[src/rtl/io_ports_defines.vh]
`ifndef IO_PORTS_DEFINES_VH
`define IO_PORTS_DEFINES_VH
// register byte offsets
`define PORT_A_DATA_ADDR      8'hC0
`define PORT_A_DIR_ADDR       8'hC1
`define PORT_B_DATA_ADDR      8'hC4
`define PORT_B_DIR_ADDR       8'hC5
`define HV_OUT_A_ADDR         8'hC6
`define HV_OUT_B_ADDR         8'hC8
`define HV_IO_A_ADDR          8'hCA
`define HV_IO_B_ADDR          8'hCC
`define PIN_FUNC_SEL_ADDR     8'hF4
`define PULLUP_A_ADDR         8'hFC
`define PULLUP_B_ADDR         8'hFE
`define DISP_CLAIM_HV_A_ADDR  8'hD8
`define DISP_CLAIM_HV_B_ADDR  8'hD9
`define DISP_CLAIM_HV_IOA_ADDR 8'hDA
`define DISP_CLAIM_HV_IOB_ADDR 8'hDB
// pin function select fields
`define SEL_IRQ0_BIT          0
`define SEL_IRQ1_BIT          1
`define SEL_BUZZER_BIT        2
`define SEL_EVENT_BIT         3
`define SEL_PWM_BIT           4
`define SEL_MASK              8'h1F
// reset values
`define RESET_BYTE            8'h00
`define RESET_HV6             5'h00
`endif

[src/rtl/io_ports.v]
`timescale 1ns/1ps
`default_nettype none
`include "io_ports_defines.vh"

module io_ports #(
  parameter ADDR_W = 8
) (
  input  wire              clk_i,
  input  wire              rst_i,
  // classic wishbone slave
  input  wire              cyc_i,
  input  wire              stb_i,
  input  wire              we_i,
  input  wire [ADDR_W-1:0] adr_i,
  input  wire [3:0]        sel_i,
  input  wire [31:0]       dat_i,
  output reg  [31:0]       dat_o,
  output reg               ack_o,
  // low-voltage port a pins
  input  wire [7:0]        port_a_in_i,
  output reg  [7:0]        port_a_out_o,
  output reg  [7:0]        port_a_oe_n_o,
  output reg  [7:0]        port_a_pullup_o,
  // low-voltage port b pins
  input  wire [7:0]        port_b_in_i,
  output reg  [7:0]        port_b_out_o,
  output reg  [7:0]        port_b_oe_n_o,
  output reg  [7:0]        port_b_pullup_o,
  // high-voltage pins
  output reg  [7:0]        hv_output_port_a_o,
  output reg  [7:0]        hv_output_port_b_o,
  input  wire [7:0]        hv_io_port_a_in_i,
  output reg  [7:0]        hv_io_port_a_out_o,
  output reg  [7:0]        hv_io_port_a_oe_n_o,
  input  wire [4:0]        hv_io_port_b_in_i,
  output reg  [4:0]        hv_io_port_b_out_o,
  output reg  [4:0]        hv_io_port_b_oe_n_o,
  // display controller drive lines 24..52
  input  wire [28:0]       display_line_i,
  // peripherals
  input  wire              buzzer_output_i,
  input  wire              pulse_width_output_i,
  input  wire              serial3_clock_out_i,
  input  wire              serial3_clock_oe_i,
  input  wire              serial3_data_out_i,
  input  wire              serial1_data_out_i,
  input  wire              serial1_clock_out_i,
  input  wire              serial1_clock_oe_i,
  input  wire              serial_enable_i,
  output reg               ext_irq0_input_o,
  output reg               ext_irq1_input_o,
  output reg               remote_timer_input_o,
  output reg  [6:0]        analog_in_o,
  output reg               serial3_clock_in_o,
  output reg               serial1_data_in_o,
  output reg               serial1_clock_in_o,
  output reg               event_counter_input_o
);

  reg  [7:0] port_a_data_reg;
  reg  [7:0] port_a_direction_reg;
  reg  [7:0] port_b_data_reg;
  reg  [7:0] port_b_direction_reg;
  reg  [7:0] hv_out_a_reg;
  reg  [7:0] hv_out_b_reg;
  reg  [7:0] hv_io_a_reg;
  reg  [4:0] hv_io_b_reg;
  reg  [7:0] pin_function_select_reg;
  reg  [7:0] pullup_a_reg;
  reg  [7:0] pullup_b_reg;
  reg  [7:0] claim_out_a_reg;
  reg  [7:0] claim_out_b_reg;
  reg  [7:0] claim_io_a_reg;
  reg  [4:0] claim_io_b_reg;
  reg  [7:0] rd_byte;
  wire       req;
  wire       wr;
  wire [7:0] wbyte;

  // register map in brief, byte lane 0 only:
  //   C0  port a data      latch on write, pin or latch on read
  //   C1  port a direction write only, reads zero
  //   C4  port b data      latch on write, pin or latch on read
  //   C5  port b direction write only, reads zero
  //   C6  hv output a      latch, reads back the latch
  //   C8  hv output b      latch, reads back the latch
  //   CA  hv io a          latch on write, pin level on read
  //   CC  hv io b          five bits, latch on write, pin level on read
  //   F4  function select  write only, bits 7 to 5 stored as zero
  //   FC  pull-up a        read and write
  //   FE  pull-up b        read and write
  //   D8  display claim for hv output a
  //   D9  display claim for hv output b
  //   DA  display claim for hv io a
  //   DB  display claim for hv io b
  //
  // pin conventions:
  //   every *_oe_n_o bit is low while this block drives the pin,
  //   high while the pin is left to the outside world.
  //   every pin output is registered, so a register write shows
  //   on the pins one clock after the bus stores it.
  //   the alternate inputs handed to peripherals are registered too,
  //   one clock behind the pin level.
  //
  // hazards and limits a user should know:
  //   a read of a write-only place returns zero, never the stored value,
  //   so a read-modify-write on such a place destroys its contents.
  //   a high hv io latch drives the pin high, so reading the pin level
  //   back only makes sense once software has cleared the latch.
  //   selecting the event input releases hv io b bit 3 even over a display
  //   claim on that bit, so neither the latch nor line 51 can fight an external
  //   source; software need not touch line 51 while counting events.
  //   the serial enable input overrides the port b direction register
  //   for the serial pins; direction bits there take effect again once
  //   the serial block lets go.
  //   unmapped addresses are still acknowledged so that a stray access
  //   never hangs the bus; writes there are dropped.
  //
  // trade-off: the pin drive is registered rather than combinational,
  // which costs one clock of latency but keeps the pins free of glitches
  // while the select and direction registers change.

  // pin level where a bit is an input, latch where it drives
  function [7:0] port_read;
    input [7:0] latch;
    input [7:0] dir;
    input [7:0] pin;
    begin
      port_read = (latch & dir) | (pin & ~dir);
    end
  endfunction

  // claim mask picks the display line over the port latch, bit by bit
  function [7:0] claim_mux;
    input [7:0] line;
    input [7:0] latch;
    input [7:0] claim;
    begin
      claim_mux = (line & claim) | (latch & ~claim);
    end
  endfunction

  // lane 0 carries the byte; a single-bit cpu operation arrives as a byte write
  assign req   = cyc_i & stb_i & ~ack_o;
  assign wr    = req & we_i & sel_i[0];
  assign wbyte = dat_i[7:0];

  // register writes; every data register but hv io b takes any byte value
  always @(posedge clk_i) begin
    if (rst_i) begin
      port_a_data_reg         <= `RESET_BYTE;
      port_a_direction_reg    <= `RESET_BYTE;
      port_b_data_reg         <= `RESET_BYTE;
      port_b_direction_reg    <= `RESET_BYTE;
      hv_out_a_reg            <= `RESET_BYTE;
      hv_out_b_reg            <= `RESET_BYTE;
      hv_io_a_reg             <= `RESET_BYTE; // latch low releases the pin
      hv_io_b_reg             <= `RESET_HV6;
      pin_function_select_reg <= `RESET_BYTE;
      pullup_a_reg            <= `RESET_BYTE;
      pullup_b_reg            <= `RESET_BYTE;
      claim_out_a_reg         <= `RESET_BYTE;
      claim_out_b_reg         <= `RESET_BYTE;
      claim_io_a_reg          <= `RESET_BYTE;
      claim_io_b_reg          <= `RESET_HV6;
    end else if (wr) begin
      case (adr_i[7:0])
        `PORT_A_DATA_ADDR:       port_a_data_reg <= wbyte;
        `PORT_A_DIR_ADDR:        port_a_direction_reg <= wbyte;
        `PORT_B_DATA_ADDR:       port_b_data_reg <= wbyte;
        `PORT_B_DIR_ADDR:        port_b_direction_reg <= wbyte;
        `HV_OUT_A_ADDR:          hv_out_a_reg <= wbyte;
        `HV_OUT_B_ADDR:          hv_out_b_reg <= wbyte;
        `HV_IO_A_ADDR:           hv_io_a_reg <= wbyte;
        `HV_IO_B_ADDR:           hv_io_b_reg <= wbyte[4:0];
        `PIN_FUNC_SEL_ADDR:      pin_function_select_reg <= wbyte & `SEL_MASK;
        `PULLUP_A_ADDR:          pullup_a_reg <= wbyte;
        `PULLUP_B_ADDR:          pullup_b_reg <= wbyte;
        `DISP_CLAIM_HV_A_ADDR:   claim_out_a_reg <= wbyte;
        `DISP_CLAIM_HV_B_ADDR:   claim_out_b_reg <= wbyte;
        `DISP_CLAIM_HV_IOA_ADDR: claim_io_a_reg <= wbyte;
        `DISP_CLAIM_HV_IOB_ADDR: claim_io_b_reg <= wbyte[4:0];
        default: ;
      endcase
    end
  end

  // read mux: data registers return pin level on inputs, latch on outputs;
  // write-only registers read zero so software cannot rely on them
  always @* begin
    case (adr_i[7:0])
      `PORT_A_DATA_ADDR:
        rd_byte = port_read(port_a_data_reg, port_a_direction_reg, port_a_in_i);
      `PORT_B_DATA_ADDR:
        rd_byte = port_read(port_b_data_reg, port_b_direction_reg, port_b_in_i);
      `HV_OUT_A_ADDR:          rd_byte = hv_out_a_reg;
      `HV_OUT_B_ADDR:          rd_byte = hv_out_b_reg;
      // pin level seen; a high latch pulls the pin, hence software clears it
      `HV_IO_A_ADDR:           rd_byte = hv_io_port_a_in_i;
      `HV_IO_B_ADDR:           rd_byte = {3'b000, hv_io_port_b_in_i};
      `PULLUP_A_ADDR:          rd_byte = pullup_a_reg;
      `PULLUP_B_ADDR:          rd_byte = pullup_b_reg;
      `DISP_CLAIM_HV_A_ADDR:   rd_byte = claim_out_a_reg;
      `DISP_CLAIM_HV_B_ADDR:   rd_byte = claim_out_b_reg;
      `DISP_CLAIM_HV_IOA_ADDR: rd_byte = claim_io_a_reg;
      `DISP_CLAIM_HV_IOB_ADDR: rd_byte = {3'b000, claim_io_b_reg};
      default:                 rd_byte = 8'h00;
    endcase
  end

  // one-wait-state answer; unmapped addresses still ack and read zero
  always @(posedge clk_i) begin
    if (rst_i) begin
      ack_o <= 1'b0;
      dat_o <= 32'h00000000;
    end else begin
      ack_o <= req;
      if (req && !we_i)
        dat_o <= {24'h000000, rd_byte};
    end
  end

  // low-voltage pin drive, registered so pins never glitch
  always @(posedge clk_i) begin
    if (rst_i) begin
      port_a_out_o    <= 8'h00;
      port_a_oe_n_o   <= 8'hFF;
      port_a_pullup_o <= 8'h00;
      port_b_out_o    <= 8'h00;
      port_b_oe_n_o   <= 8'hFF;
      port_b_pullup_o <= 8'h00;
    end else begin
      port_a_out_o  <= port_a_data_reg;
      port_a_oe_n_o <= ~port_a_direction_reg;
      // buzzer selected drives regardless of direction
      if (pin_function_select_reg[`SEL_BUZZER_BIT]) begin
        port_a_out_o[7]  <= buzzer_output_i;
        port_a_oe_n_o[7] <= 1'b0;
      end
      // interrupt pins forced to input when selected
      if (pin_function_select_reg[`SEL_IRQ0_BIT])
        port_a_oe_n_o[0] <= 1'b1;
      if (pin_function_select_reg[`SEL_IRQ1_BIT])
        port_a_oe_n_o[1] <= 1'b1;
      port_a_pullup_o <= pullup_a_reg & ~port_a_direction_reg;
      port_b_out_o  <= port_b_data_reg;
      port_b_oe_n_o <= ~port_b_direction_reg;
      // serial lines take over when the serial block is enabled
      if (serial_enable_i) begin
        port_b_out_o[0]  <= serial3_clock_out_i;
        port_b_oe_n_o[0] <= ~serial3_clock_oe_i;
        port_b_out_o[1]  <= serial3_data_out_i;
        port_b_oe_n_o[1] <= 1'b0;
        port_b_out_o[5]  <= serial1_data_out_i;
        port_b_oe_n_o[5] <= 1'b0;
        port_b_oe_n_o[6] <= 1'b1;
        port_b_out_o[7]  <= serial1_clock_out_i;
        port_b_oe_n_o[7] <= ~serial1_clock_oe_i;
      end
      port_b_pullup_o <= pullup_b_reg & ~port_b_direction_reg;
    end
  end

  // high-voltage drive: display claim wins over the port latch
  always @(posedge clk_i) begin
    if (rst_i) begin
      hv_output_port_a_o  <= 8'h00;
      hv_output_port_b_o  <= 8'h00;
      hv_io_port_a_out_o  <= 8'h00;
      hv_io_port_a_oe_n_o <= 8'hFF;
      hv_io_port_b_out_o  <= 5'h00;
      hv_io_port_b_oe_n_o <= 5'h1F;
    end else begin
      hv_output_port_a_o <= claim_mux(display_line_i[7:0], hv_out_a_reg,
                                      claim_out_a_reg);
      hv_output_port_b_o <= claim_mux(display_line_i[15:8], hv_out_b_reg,
                                      claim_out_b_reg);
      // open-drain style: a latch one drives, a zero releases for input
      hv_io_port_a_out_o  <= claim_mux(display_line_i[23:16], hv_io_a_reg,
                                       claim_io_a_reg);
      hv_io_port_a_oe_n_o <= ~(claim_io_a_reg | hv_io_a_reg);
      hv_io_port_b_out_o  <= (display_line_i[28:24] & claim_io_b_reg) |
                             (hv_io_b_reg & ~claim_io_b_reg);
      hv_io_port_b_oe_n_o <= ~(claim_io_b_reg | hv_io_b_reg);
      // pwm drives bit 4 when selected
      if (pin_function_select_reg[`SEL_PWM_BIT]) begin
        hv_io_port_b_out_o[4]  <= pulse_width_output_i;
        hv_io_port_b_oe_n_o[4] <= 1'b0;
      end
      // event input keeps bit 3 released over the latch, the claim and line 51
      if (pin_function_select_reg[`SEL_EVENT_BIT]) begin
        hv_io_port_b_out_o[3]  <= 1'b0;
        hv_io_port_b_oe_n_o[3] <= 1'b1;
      end
    end
  end

  // alternate inputs to peripherals, gated by selection where one exists
  always @(posedge clk_i) begin
    if (rst_i) begin
      ext_irq0_input_o      <= 1'b0;
      ext_irq1_input_o      <= 1'b0;
      remote_timer_input_o  <= 1'b0;
      analog_in_o           <= 7'h00;
      serial3_clock_in_o    <= 1'b0;
      serial1_data_in_o     <= 1'b0;
      serial1_clock_in_o    <= 1'b0;
      event_counter_input_o <= 1'b0;
    end else begin
      ext_irq0_input_o     <= pin_function_select_reg[`SEL_IRQ0_BIT] & port_a_in_i[0];
      ext_irq1_input_o     <= pin_function_select_reg[`SEL_IRQ1_BIT] & port_a_in_i[1];
      remote_timer_input_o <= port_a_in_i[2];
      analog_in_o          <= {port_b_in_i[4:2], port_a_in_i[6:3]};
      serial3_clock_in_o   <= port_b_in_i[0];
      serial1_data_in_o    <= port_b_in_i[6];
      serial1_clock_in_o   <= port_b_in_i[7];
      event_counter_input_o <= pin_function_select_reg[`SEL_EVENT_BIT] &
                               hv_io_port_b_in_i[3];
    end
  end

endmodule // io_ports
`default_nettype wire

[config.mk]
export PLATFORM = sky130hd
export DESIGN_NAME = io_ports
export DESIGN_NICKNAME = d
export VERILOG_FILES = /design/src/rtl/io_ports.v
export VERILOG_INCLUDE_DIRS = /design/src /design/src/rtl
export SDC_FILE = /design/constraint.sdc
export NUM_CORES = 1
export LEC_CHECK = 0
export ABC_AREA = 1
export BUFFER_PORTS_ARGS = -buffer_cell sky130_fd_sc_hd__buf_2
export CAP_MARGIN = 20
export CORE_UTILIZATION = 51
export CTS_CLUSTER_SIZE = 25
export DETAILED_ROUTE_END_ITERATION = 8
export PLACE_DENSITY = 0.85
export SLEW_MARGIN = 15
export SYNTH_ARGS = -nofsm -noshare
export SYNTH_HDL_FRONTEND = slang
export SYNTH_SLANG_ARGS = --single-unit
[constraint.sdc]
create_clock -name clk_i -period 1.9 [get_ports clk_i]
set_input_delay 0.285 -clock clk_i [delete_from_list [all_inputs] [get_ports clk_i]]
set_output_delay 0.285 -clock clk_i [all_outputs]
set_load 0.02 [all_outputs]
==> impl_metrics.env, run 1 <==
export IMPL_outcome="finished clean"
export IMPL_fin_worst_skew_ns=0.01190
export IMPL_finalPower_mw=10.06
export IMPL_cts_root_buf="clkbuf_16"
export IMPL_die_w_um=130.7
export IMPL_yosysTopAreaCell="dfxtp_1"
export IMPL_seq_area_frac_synth_pct=53.10
export IMPL_worstMarginPinSlew_ns=0.6468
export IMPL_vias=7801
export IMPL_clk_latency_ns=0.51
export IMPL_fin_crit_ns=1.603
export IMPL_synthDistinctLibCells=30
export IMPL_holdCritPathClass="in2reg"
export IMPL_drt_wirelength_per_cell_um=16.32
export IMPL_power_density_nw_per_um2=957.3
export IMPL_p_leak_nw=4.877
export IMPL_crit_path_cell_trace="nand3b_4, nor2_8, inv_2, nor2_4, o21ai_0, a21oi_1"
export IMPL_grt_pass1_wl_mm=36.15
export IMPL_critPathCaptureType="flip-flop"
export IMPL_path_delay_family="simple AND/OR/NAND/NOR gates"
export IMPL_finalSetupViolCount=0
export IMPL_syn_cell_area_um2=8446
export IMPL_fin_util_pct=65.69
export IMPL_finalSetupTns_ns=0
export IMPL_synth_main_ff_cell="dfxtp_1"
export IMPL_grt_use_total_pct=27.77
export IMPL_rsz0062_at_grt="no"
export IMPL_core_area_um2=16000
export IMPL_grt_max_degree=60
export IMPL_timing_critical_path_buf_inv=1
export IMPL_ys_ff_latch=224
export IMPL_nNetsFinal=1362
export IMPL_num_rows=46
export IMPL_firstDrtPassIters=7
export IMPL_clock_path_buffers=3
export IMPL_clkSinkCount=224
export IMPL_hold_viol=0
export IMPL_clk_pin_slew_ns=0.07
export IMPL_post_cts_resize_count=0
export IMPL_crit_path_start_kind="flip-flop"
export IMPL_synth_area_leaders="dfxtp_1 53%, o21ai_0 9.0%, a21oi_1 8.2%"
export IMPL_dieArea_um2=17080
export IMPL_routed_via_density=5.267
export IMPL_ant_nets=0
export IMPL_port_buffer_count=201
export IMPL_slew_headroom_pct=56.84
export IMPL_critPathKind="reg2reg"
export IMPL_cpPeakStageDelay_ns=0.32
export IMPL_drt_iter0_drc=713
export IMPL_grt_pass1_vias=6808
export IMPL_synth_edf_count=0
export IMPL_antenna_found_initial=3
export IMPL_layout_drive_gt1_share_pct=23.28
export IMPL_cts_tree="built"
export IMPL_cts_htree_levels=1
export IMPL_timing_final_crit_share_pct=84.38
export IMPL_async_flop_share_pct=0
export IMPL_fin_area_um2=10510
export IMPL_grt_overflow=0
export IMPL_ir_drop_mv=0.7715
export IMPL_report_final_slew_viol_count=0
export IMPL_placed_cell_area_um2=9593
export IMPL_drv_cap=0
export IMPL_yosysTopAreaCellShare_pct=53.10
export IMPL_wl_mm=24.17
export IMPL_crit_fanout=16
export IMPL_syn2layout_area_growth_pct=24.46
export IMPL_cts_buffers=23
export IMPL_fmax_mhz=623.7
export IMPL_die_h_um=130.7
export IMPL_cp_data_required_time_ns=2.33
export IMPL_gp_congestion=0.9059
export IMPL_cpMaxStageDelayCell="dfxtp_1"
export IMPL_io_pins=253
export IMPL_drc=0
export IMPL_yosysWarnings=0
export IMPL_hpwl_mm=16.70
export IMPL_cp_arrival_ns=2.03
export IMPL_syn_inst=1042
export IMPL_start_util_pct=52.78
export IMPL_postCtsSetupBuffers=0
export IMPL_avgSynthCellArea_um2=8.105
==> power by group <==
group,switching (mW),internal [mW],total (mW)
Sequential,0.00571,4.72,4.73
Combinational,0.366,0.164,0.530
Clock,1.84,2.97,4.81
==> kinds of logic after synthesis <==
| kind of cell | count (synthesis) | share of synthesized area (%) |
|---|---|---|
| DFF | 224 | 53.10 |
| other | 1 | 0.04440 |
| AOI/OAI and AO/OA | 304 | 18.44 |
| buffers and inverters | 171 | 9.348 |
| and+or+nand+nor | 342 | 19.07 |
==> cell usage in the layout, fill, tap and decap left out, types with 10 or more instances in the layout <==
cell and instances:
a21oi_1 139, buf_2 201, buf_4 15, clkbuf_16 23
conb_1 24, dfxtp_1 224, dlygate4sd3_1 10, inv_1 84
nand2_1 117, nand3_1 102, nor2_1 87, nor2_4 10
o21ai_0 152
==> cell usage after synthesis, types with 3 or more instances <==
master / number
inv_1: 85
nor3b_1: 5
buf_2: 13
buf_4: 33
nor2_4: 10
nor2_2: 4
nand2_1: 117
nor2_1: 87
nor3_1: 4
o21ai_1: 3
clkbuf_1: 24
a211oi_1: 6
clkinv_1: 5
o21ai_0: 152
inv_2: 6
nand2_2: 7
dfxtp_1: 224
a21oi_1: 139
buf_1: 4
nand3_1: 102
==> what timing repair did <==
action | in CTS | in global routing
hold endpoints to repair | 10 | 0
setup endpoints to repair | 0 | 0
hold buffers | 10 | 0
==> area by class of cell <==
type / count / area, µm²
clock inverter: 10 / 153.9
multi-input combinational: 670 / 3258
clock buffer: 32 / 659.4
tap: 216 / 270.3
fill: 1365 / 5489
sequential: 224 / 4484
timing repair buffer: 231 / 1319
antenna: 2 / 5.005
inverter: 96 / 361.6
==> per-layer routing <==
metal	wire length (µm)	vias up	part of all wire, %	GRT usage (%)
li1	-	3814	-	-
met1	10190	3532	42	36.53
met2	10910	386	45	44.51
met3	2190	67	9.1	6.433
met4	869	2	3.6	10.21
met5	13	-	0.054	0
==> path summary, 6_finish.rpt <==
kind              slack [ns]               end  depth (start not counted)                    start
hold reg to reg         0.42  port_b_oe_n_o[4]                          1  port_b_direction_reg[4]
hold / removal         0.003   port_b_out_o[1]                          3       serial3_data_out_i
setup reg to reg        0.30   pullup_b_reg[7]                          6                    ack_o
setup / recovery        0.30   pullup_b_reg[7]                          6                    ack_o
==> metrics by stage <==
stage          hold WS (ns)  std cells  worst slack [ns]
3_3_place_gp         0.4072       1427            0.1945
2_1_floorplan        0.3854       1065            0.4045
3_5_place_dp         0.4080       1427            0.1689
5_1_grt            0.005390       1481            0.1559
4_1_cts           0.0008727       1479            0.3273
6_report           0.002765       1481            0.2968
==> tightest hold or removal path, delay by kind of cell <==
kind | cells | cell delay, ns
buffers and inverters | 1 | 0.08
AND/OR/NAND/NOR | 2 | 0.12
Power figures use the tool's default switching activity.
==> run 2: changes to the inputs <==
--- a/config.mk
+++ b/config.mk
@@ -9,10 +9,10 @@
 export ABC_AREA = 1
 export BUFFER_PORTS_ARGS = -buffer_cell sky130_fd_sc_hd__buf_2
 export CAP_MARGIN = 20
-export CORE_UTILIZATION = 51
+export CORE_UTILIZATION = 46
 export CTS_CLUSTER_SIZE = 25
 export DETAILED_ROUTE_END_ITERATION = 8
-export PLACE_DENSITY = 0.85
+export PLACE_DENSITY = 0.81
 export SLEW_MARGIN = 15
 export SYNTH_ARGS = -nofsm -noshare
 export SYNTH_HDL_FRONTEND = slang
==> constraint.sdc (replaced) <==
create_clock -name clk_i -period 1.3 [get_ports clk_i]
set_input_delay 0.195 -clock clk_i [delete_from_list [all_inputs] [get_ports clk_i]]
set_output_delay 0.195 -clock clk_i [all_outputs]
set_load 0.02 [all_outputs]
==> run 2 against run 1 <==
The run now ends with negative setup slack left. Die area increased by 11%. First-iteration DRC count increased by 0.28%. Worst setup slack got worse by 0.53 ns. Largest power group unchanged. Worst hold slack improved by 0.023 ns. Critical path type unchanged. Global-route usage increased by 1.0 points.
==> impl_metrics.env, run 2 (synthesis results as in run 1) <==
export IMPL_outcome="finished, violations left"
export IMPL_violations="negative setup slack"
export IMPL_crit_fanout=8
export IMPL_critPathKind="reg2reg"
export IMPL_cts_htree_levels=1
export IMPL_cts_root_buf="clkbuf_16"
export IMPL_finalSetupViolCount=112
export IMPL_fin_worst_skew_ns=0.01590
export IMPL_rsz0062_at_grt="yes"
export IMPL_finalSetupTns_ns=-17.64
export IMPL_ant_nets=0
export IMPL_hpwl_mm=18.32
export IMPL_clkSinkCount=224
export IMPL_grt_pass1_wl_mm=41.41
export IMPL_syn2layout_area_growth_pct=47.42
export IMPL_clk_latency_ns=0.52
export IMPL_fmax_mhz=653.6
export IMPL_antenna_found_initial=1
export IMPL_ir_drop_mv=1.210
export IMPL_grt_use_total_pct=28.81
export IMPL_timing_final_ws_setup_ns=-0.2299
export IMPL_slew_headroom_pct=59.38
export IMPL_power_density_nw_per_um2=1221
export IMPL_num_fill_cells=1341
export IMPL_drc=0
export IMPL_drv_cap=0
export IMPL_num_rows=49
export IMPL_hold_viol=0
export IMPL_io_pins=253
export IMPL_cp_data_required_time_ns=1.70
export IMPL_dieArea_um2=18910
export IMPL_drt_wirelength_per_cell_um=17.93
export IMPL_critPathCaptureType="flip-flop"
export IMPL_gp_congestion=0.9417
export IMPL_holdCritPathClass="in2reg"
export IMPL_p_leak_nw=5.574
export IMPL_dp_slack_ns=-0.2338
export IMPL_most_common_layout_cells="218 x dfxtp_1, 197 x buf_2, 113 x nand2_1"
export IMPL_die_w_um=137.5
export IMPL_grt_max_degree=62
export IMPL_wl_mm=29.08
export IMPL_clock_path_buffers=3
export IMPL_firstDrtPassIters=6
export IMPL_worstMarginPinSlew_ns=0.6046
export IMPL_crit_path_start_kind="flip-flop"
export IMPL_start_util_pct=47.02
export IMPL_final_common_cell="dfxtp_1"
export IMPL_report_final_slew_viol_count=0
export IMPL_layout_drive_gt1_share_pct=35.42
export IMPL_cp_arrival_ns=1.93
export IMPL_core_area_um2=17960
export IMPL_grt_pass1_vias=7989
export IMPL_drt_iter0_drc=715
export IMPL_grt_overflow=0
export IMPL_cts_tree="built"
export IMPL_fin_crit_ns=1.530
export IMPL_finalPower_mw=15.21
export IMPL_routed_via_density=5.294
export IMPL_clk_pin_slew_ns=0.06
export IMPL_cts_buffers=24
export IMPL_nNetsFinal=1492
export IMPL_timing_final_crit_share_pct=117.7
export IMPL_port_buffer_count=201
export IMPL_die_h_um=137.5
export IMPL_vias=8587
==> run 2: layer usage <==
metal	GRT usage, %	share of wire, %
met2	48.19	49
met4	10.87	3.3
met5	0	0
met1	35.68	39
met3	6.954	8.7
==> run 2: path summary, 6_finish.rpt <==
kind	start	endpoint	slack [ns]	cells after the start
min	serial_enable_i	port_b_out_o[7]	0.03	3
max reg2reg	ack_o	hv_out_a_reg[3]	-0.23	8
max	ack_o	hv_out_a_reg[3]	-0.23	8
min reg2reg	port_b_direction_reg[3]	port_b_oe_n_o[3]	0.42	1
==> run 2: stage by stage <==
| step | util [%] | instances | hold WS [ns] | area (µm²) |
|---|---|---|---|---|
| 2_1_floorplan | - | 1065 | 0.2954 | 8559 |
| 3_3_place_gp | 56.55 | 1494 | 0.3903 | 10160 |
| 3_5_place_dp | 56.55 | 1494 | 0.3823 | 10160 |
| 4_1_cts | 65.91 | 1614 | 0.004956 | 11840 |
| 5_1_grt | 69.30 | 1621 | 0.06413 | 12450 |
| 6_report | 69.31 | 1622 | 0.02624 | 12450 |
==> run 2: worst max-delay path, cell delays in order, from the launching register on <==
cell and delay [ns]:
dfxtp_2 0.31, nand3b_4 0.18, nor2_8 0.23, inv_8 0.06
buf_6 0.13, nor2_4 0.14, buf_12 0.13, clkbuf_16 0.15
a21oi_1 0.07
==> run 2: repair_timing <==
| action | 4_1_cts | 5_1_grt |
|---|---|---|
| resized for setup | 48 | 197 |
| pin swaps | 5 | 44 |
| hold buffers | 58 | 0 |
| cloned | 8 | 4 |
| hold endpoints to repair | 58 | 0 |
| endpoints found under the setup margin | 112 | 122 |
| setup buffers | 12 | 6 |
==> run 2: cell type report <==
cell class              instances  area (µm²)  share of cell area (%)
repair inverters                6       42.54                  0.3417
well taps                     229       286.5                   2.301
inverters                      96       411.6                   3.306
repair buffers                352        2628                   21.10
clock buffers                  33       675.6                   5.427
clock inverters                 9       152.6                   1.226
diodes                          1       2.502                 0.02010
multi-input cells             672        3760                   30.20
flip-flops and latches        224        4492                   36.08
==> run 2: where the power goes <==
| group | leakage (nW) | internal, mW | switching, mW |
|---|---|---|---|
| combinational | 3.35 | 0.449 | 0.656 |
| clock | 0.406 | 4.43 | 2.77 |
| sequential | 1.81 | 6.90 | 0.0103 |
==> run 3: changes to the inputs <==
==> constraint.sdc (replaced) <==
create_clock -name clk_i -period 1.3 [get_ports clk_i]
set_input_delay 0.065 -clock clk_i [delete_from_list [all_inputs] [get_ports clk_i]]
set_output_delay 0.065 -clock clk_i [all_outputs]
set_load 0.02 [all_outputs]
==> run 3 against run 2 <==
The flow still finishes with violations (negative setup slack). Worst setup slack improved by 0.0020 ns. Worst hold slack worse by 0.0011 ns. Flip-flop and latch count is the same. Register-to-register slack hardly changed. Wire length shrank 0.32%. Combinational power barely moved. Utilization rose by 0.40 points. Sequential share of layout area down 0.21 points. Largest cell class unchanged. Largest power group unchanged. Highest routed layer is now met5.
==> impl_metrics.env, run 3 (synthesis results as in run 1) <==
export IMPL_outcome="finished, violations left"
export IMPL_violations="negative setup slack"
export IMPL_gp_congestion=0.8891
export IMPL_finalSetupViolCount=112
export IMPL_syn2layout_area_growth_pct=48.27
export IMPL_grt_max_degree=75
export IMPL_layout_drive_gt1_share_pct=32.71
export IMPL_ir_drop_mv=1.055
export IMPL_rrSetupSlack_ns=-0.23
export IMPL_rr_endpoint="port_a_data_reg[4]"
export IMPL_cts_root_buf="clkbuf_16"
export IMPL_grt_pass1_vias=8042
export IMPL_holdCritPathClass="in2reg"
export IMPL_io_pins=253
export IMPL_timing_final_ws_setup_ns=-0.2279
export IMPL_rr_startpoint="ack_o"
export IMPL_antenna_found_initial=2
export IMPL_drv_cap=0
export IMPL_critPathKind="reg2reg"
export IMPL_hpwl_mm=17.66
export IMPL_nNetsFinal=1492
export IMPL_final_common_cell="dfxtp_1"
export IMPL_hold_viol=0
export IMPL_rsz0062_at_grt="yes"
export IMPL_crit_path_start_kind="flip-flop"
export IMPL_port_buffer_count=201
export IMPL_die_w_um=137.5
export IMPL_intPower_mw=12.01
export IMPL_hold_end="port_b_oe_n_o[7]"
export IMPL_power_density_nw_per_um2=1241
export IMPL_hold_depth=3
export IMPL_power_frac_comb_pct=7.1
export IMPL_p_sw_mw=3.528
export IMPL_drt_iter0_drc=643
export IMPL_cts_htree_levels=1
export IMPL_crit_path_cell_trace="nand3b_4, nor2_8, inv_8, buf_8, nor2_4, clkbuf_16, o21ai_0, a21oi_1"
export IMPL_cpMaxStageDelayCell="dfxtp_2"
export IMPL_ant_nets=0
export IMPL_clock_path_buffers=3
export IMPL_report_final_slew_viol_count=0
export IMPL_hold_start="serial_enable_i"
export IMPL_clkSinkCount=224
export IMPL_cpPeakStageDelay_ns=0.32
export IMPL_fmax_mhz=654.5
export IMPL_drc=0
export IMPL_start_util_pct=47.02
export IMPL_routed_via_density=5.319
export IMPL_critPathCaptureType="flip-flop"
export IMPL_dieArea_um2=18910
export IMPL_fin_worst_skew_ns=0.01541
export IMPL_timing_critical_path_buf_inv=3
export IMPL_clk_pin_slew_ns=0.06
export IMPL_fin_crit_ns=1.528
export IMPL_drt_wirelength_per_cell_um=17.84
export IMPL_p_clk_share_pct=48.5
export IMPL_timing_final_crit_share_pct=117.5
export IMPL_grt_overflow=0
export IMPL_core_area_um2=17960
export IMPL_cts_tree="built"
export IMPL_cp_depth=8
export IMPL_seq_power_share_pct=44.4
export IMPL_die_h_um=137.5
export IMPL_dp_cells=1472
export IMPL_cts_buffers=24
export IMPL_netSwitchingFraction_pct=22.70
export IMPL_cp_data_required_time_ns=1.75
export IMPL_num_rows=49
export IMPL_grt_pass1_wl_mm=42.04
export IMPL_most_common_layout_cells="218 x dfxtp_1, 200 x buf_2, 113 x nand2_1"
export IMPL_fin_util_pct=69.71
export IMPL_crit_fanout=7
export IMPL_clk_latency_ns=0.52
export IMPL_firstDrtPassIters=7
export IMPL_ff2ff_path_depth=8
export IMPL_vias=8644
export IMPL_cp_arrival_ns=1.97
export IMPL_grt_use_total_pct=29.00
export IMPL_finalNonFillerCells=1625
export IMPL_p_leak_nw=5.641
export IMPL_wl_mm=28.98
export IMPL_path_delay_family="simple AND/OR/NAND/NOR gates"
run 3: changes by cell type in the layout (fill, tap and decap cells not counted), moves of 4 or more:
| cell | before | now |
|---|---|---|
| buf_6 | 16 | 12 |
| a21oi_2 | 44 | 33 |
| o21ai_0 | 77 | 100 |
| nor2_2 | 11 | 5 |
| buf_8 | 1 | 5 |
| nor2_1 | 78 | 83 |
| clkbuf_8 | 2 | 6 |
| o21ai_2 | 39 | 27 |
| dlygate4sd3_1 | 58 | 69 |
| o21ai_1 | 39 | 27 |
| a21oi_1 | 95 | 106 |
| buf_4 | 60 | 42 |
run 3: worst max-delay path by stage:
stage                from                       to  slack, ns
floorplan           ack_o  port_a_direction_reg[6]      -0.19
global route        ack_o  port_a_direction_reg[6]      -0.30
CTS                 ack_o       port_b_data_reg[5]      -0.18
detailed placement  ack_o  port_a_direction_reg[2]      -0.21
global placement    ack_o  port_a_direction_reg[4]      -0.14
finish              ack_o       port_a_data_reg[4]      -0.23
run 3: metrics by stage:
stage                     power, mW  area [µm²]  hold slack [ns]  TNS (ns)  setup WS (ns)
final                         15.54       12520          0.02511    -15.70        -0.2279
after global routing          15.93       12520          0.06274    -22.16        -0.2956
after CTS                     15.47       11880         0.005815    -10.77        -0.1798
after detailed placement      7.875        9993           0.2800    -10.43        -0.2140
after global placement        7.867        9993           0.2611    -6.564        -0.1423
after floorplan               7.524        8559           0.1654    -2.000        -0.1905
run 3: layout make-up:
type	instances	area (µm²)
tap	229	286.5
timing repair buffer	351	2693
timing repair inverter	6	38.79
fill	1322	5441
antenna	2	5.005
inverter	96	419.2
clock inverter	10	163.9
sequential	224	4492
multi-input combinational	673	3705
clock buffer	34	719.4
run 3: timing repair:
| action | in CTS | in global routing |
|---|---|---|
| buffers inserted | 13 | 13 |
| resized for setup | 45 | 156 |
| hold buffers | 69 | 0 |
| pin swaps | 8 | 36 |
| endpoints found under the setup margin | 113 | 122 |
| gates cloned | 8 | 4 |
| endpoints found under the hold margin | 85 | 0 |
run 3: worst min-delay path: stages:
cell,delay [ns]
buf_2,0.13
clkinv_1,0.15
o21ai_0,0.12
run 3: routing by layer:
layer | vias up | share of wire [%] | global-route usage, %
met1 | 4027 | 40 | 37.12
li1 | 4089 | - | -
met5 | - | 0.028 | 0
met2 | 446 | 48 | 48.97
met3 | 80 | 8.0 | 4.268
met4 | 2 | 3.7 | 11.29
run 3: power groups by stage:
stage | combinational (mW) | sequential (mW) | clock [mW]
2_1_floorplan | 0.420 | 7.10 | 0
3_3_place_gp | 0.809 | 7.06 | 0
3_5_place_dp | 0.816 | 7.06 | 0
4_1_cts | 1.01 | 6.91 | 7.56
5_1_grt | 1.17 | 6.91 | 7.85
6_report | 1.10 | 6.91 | 7.53
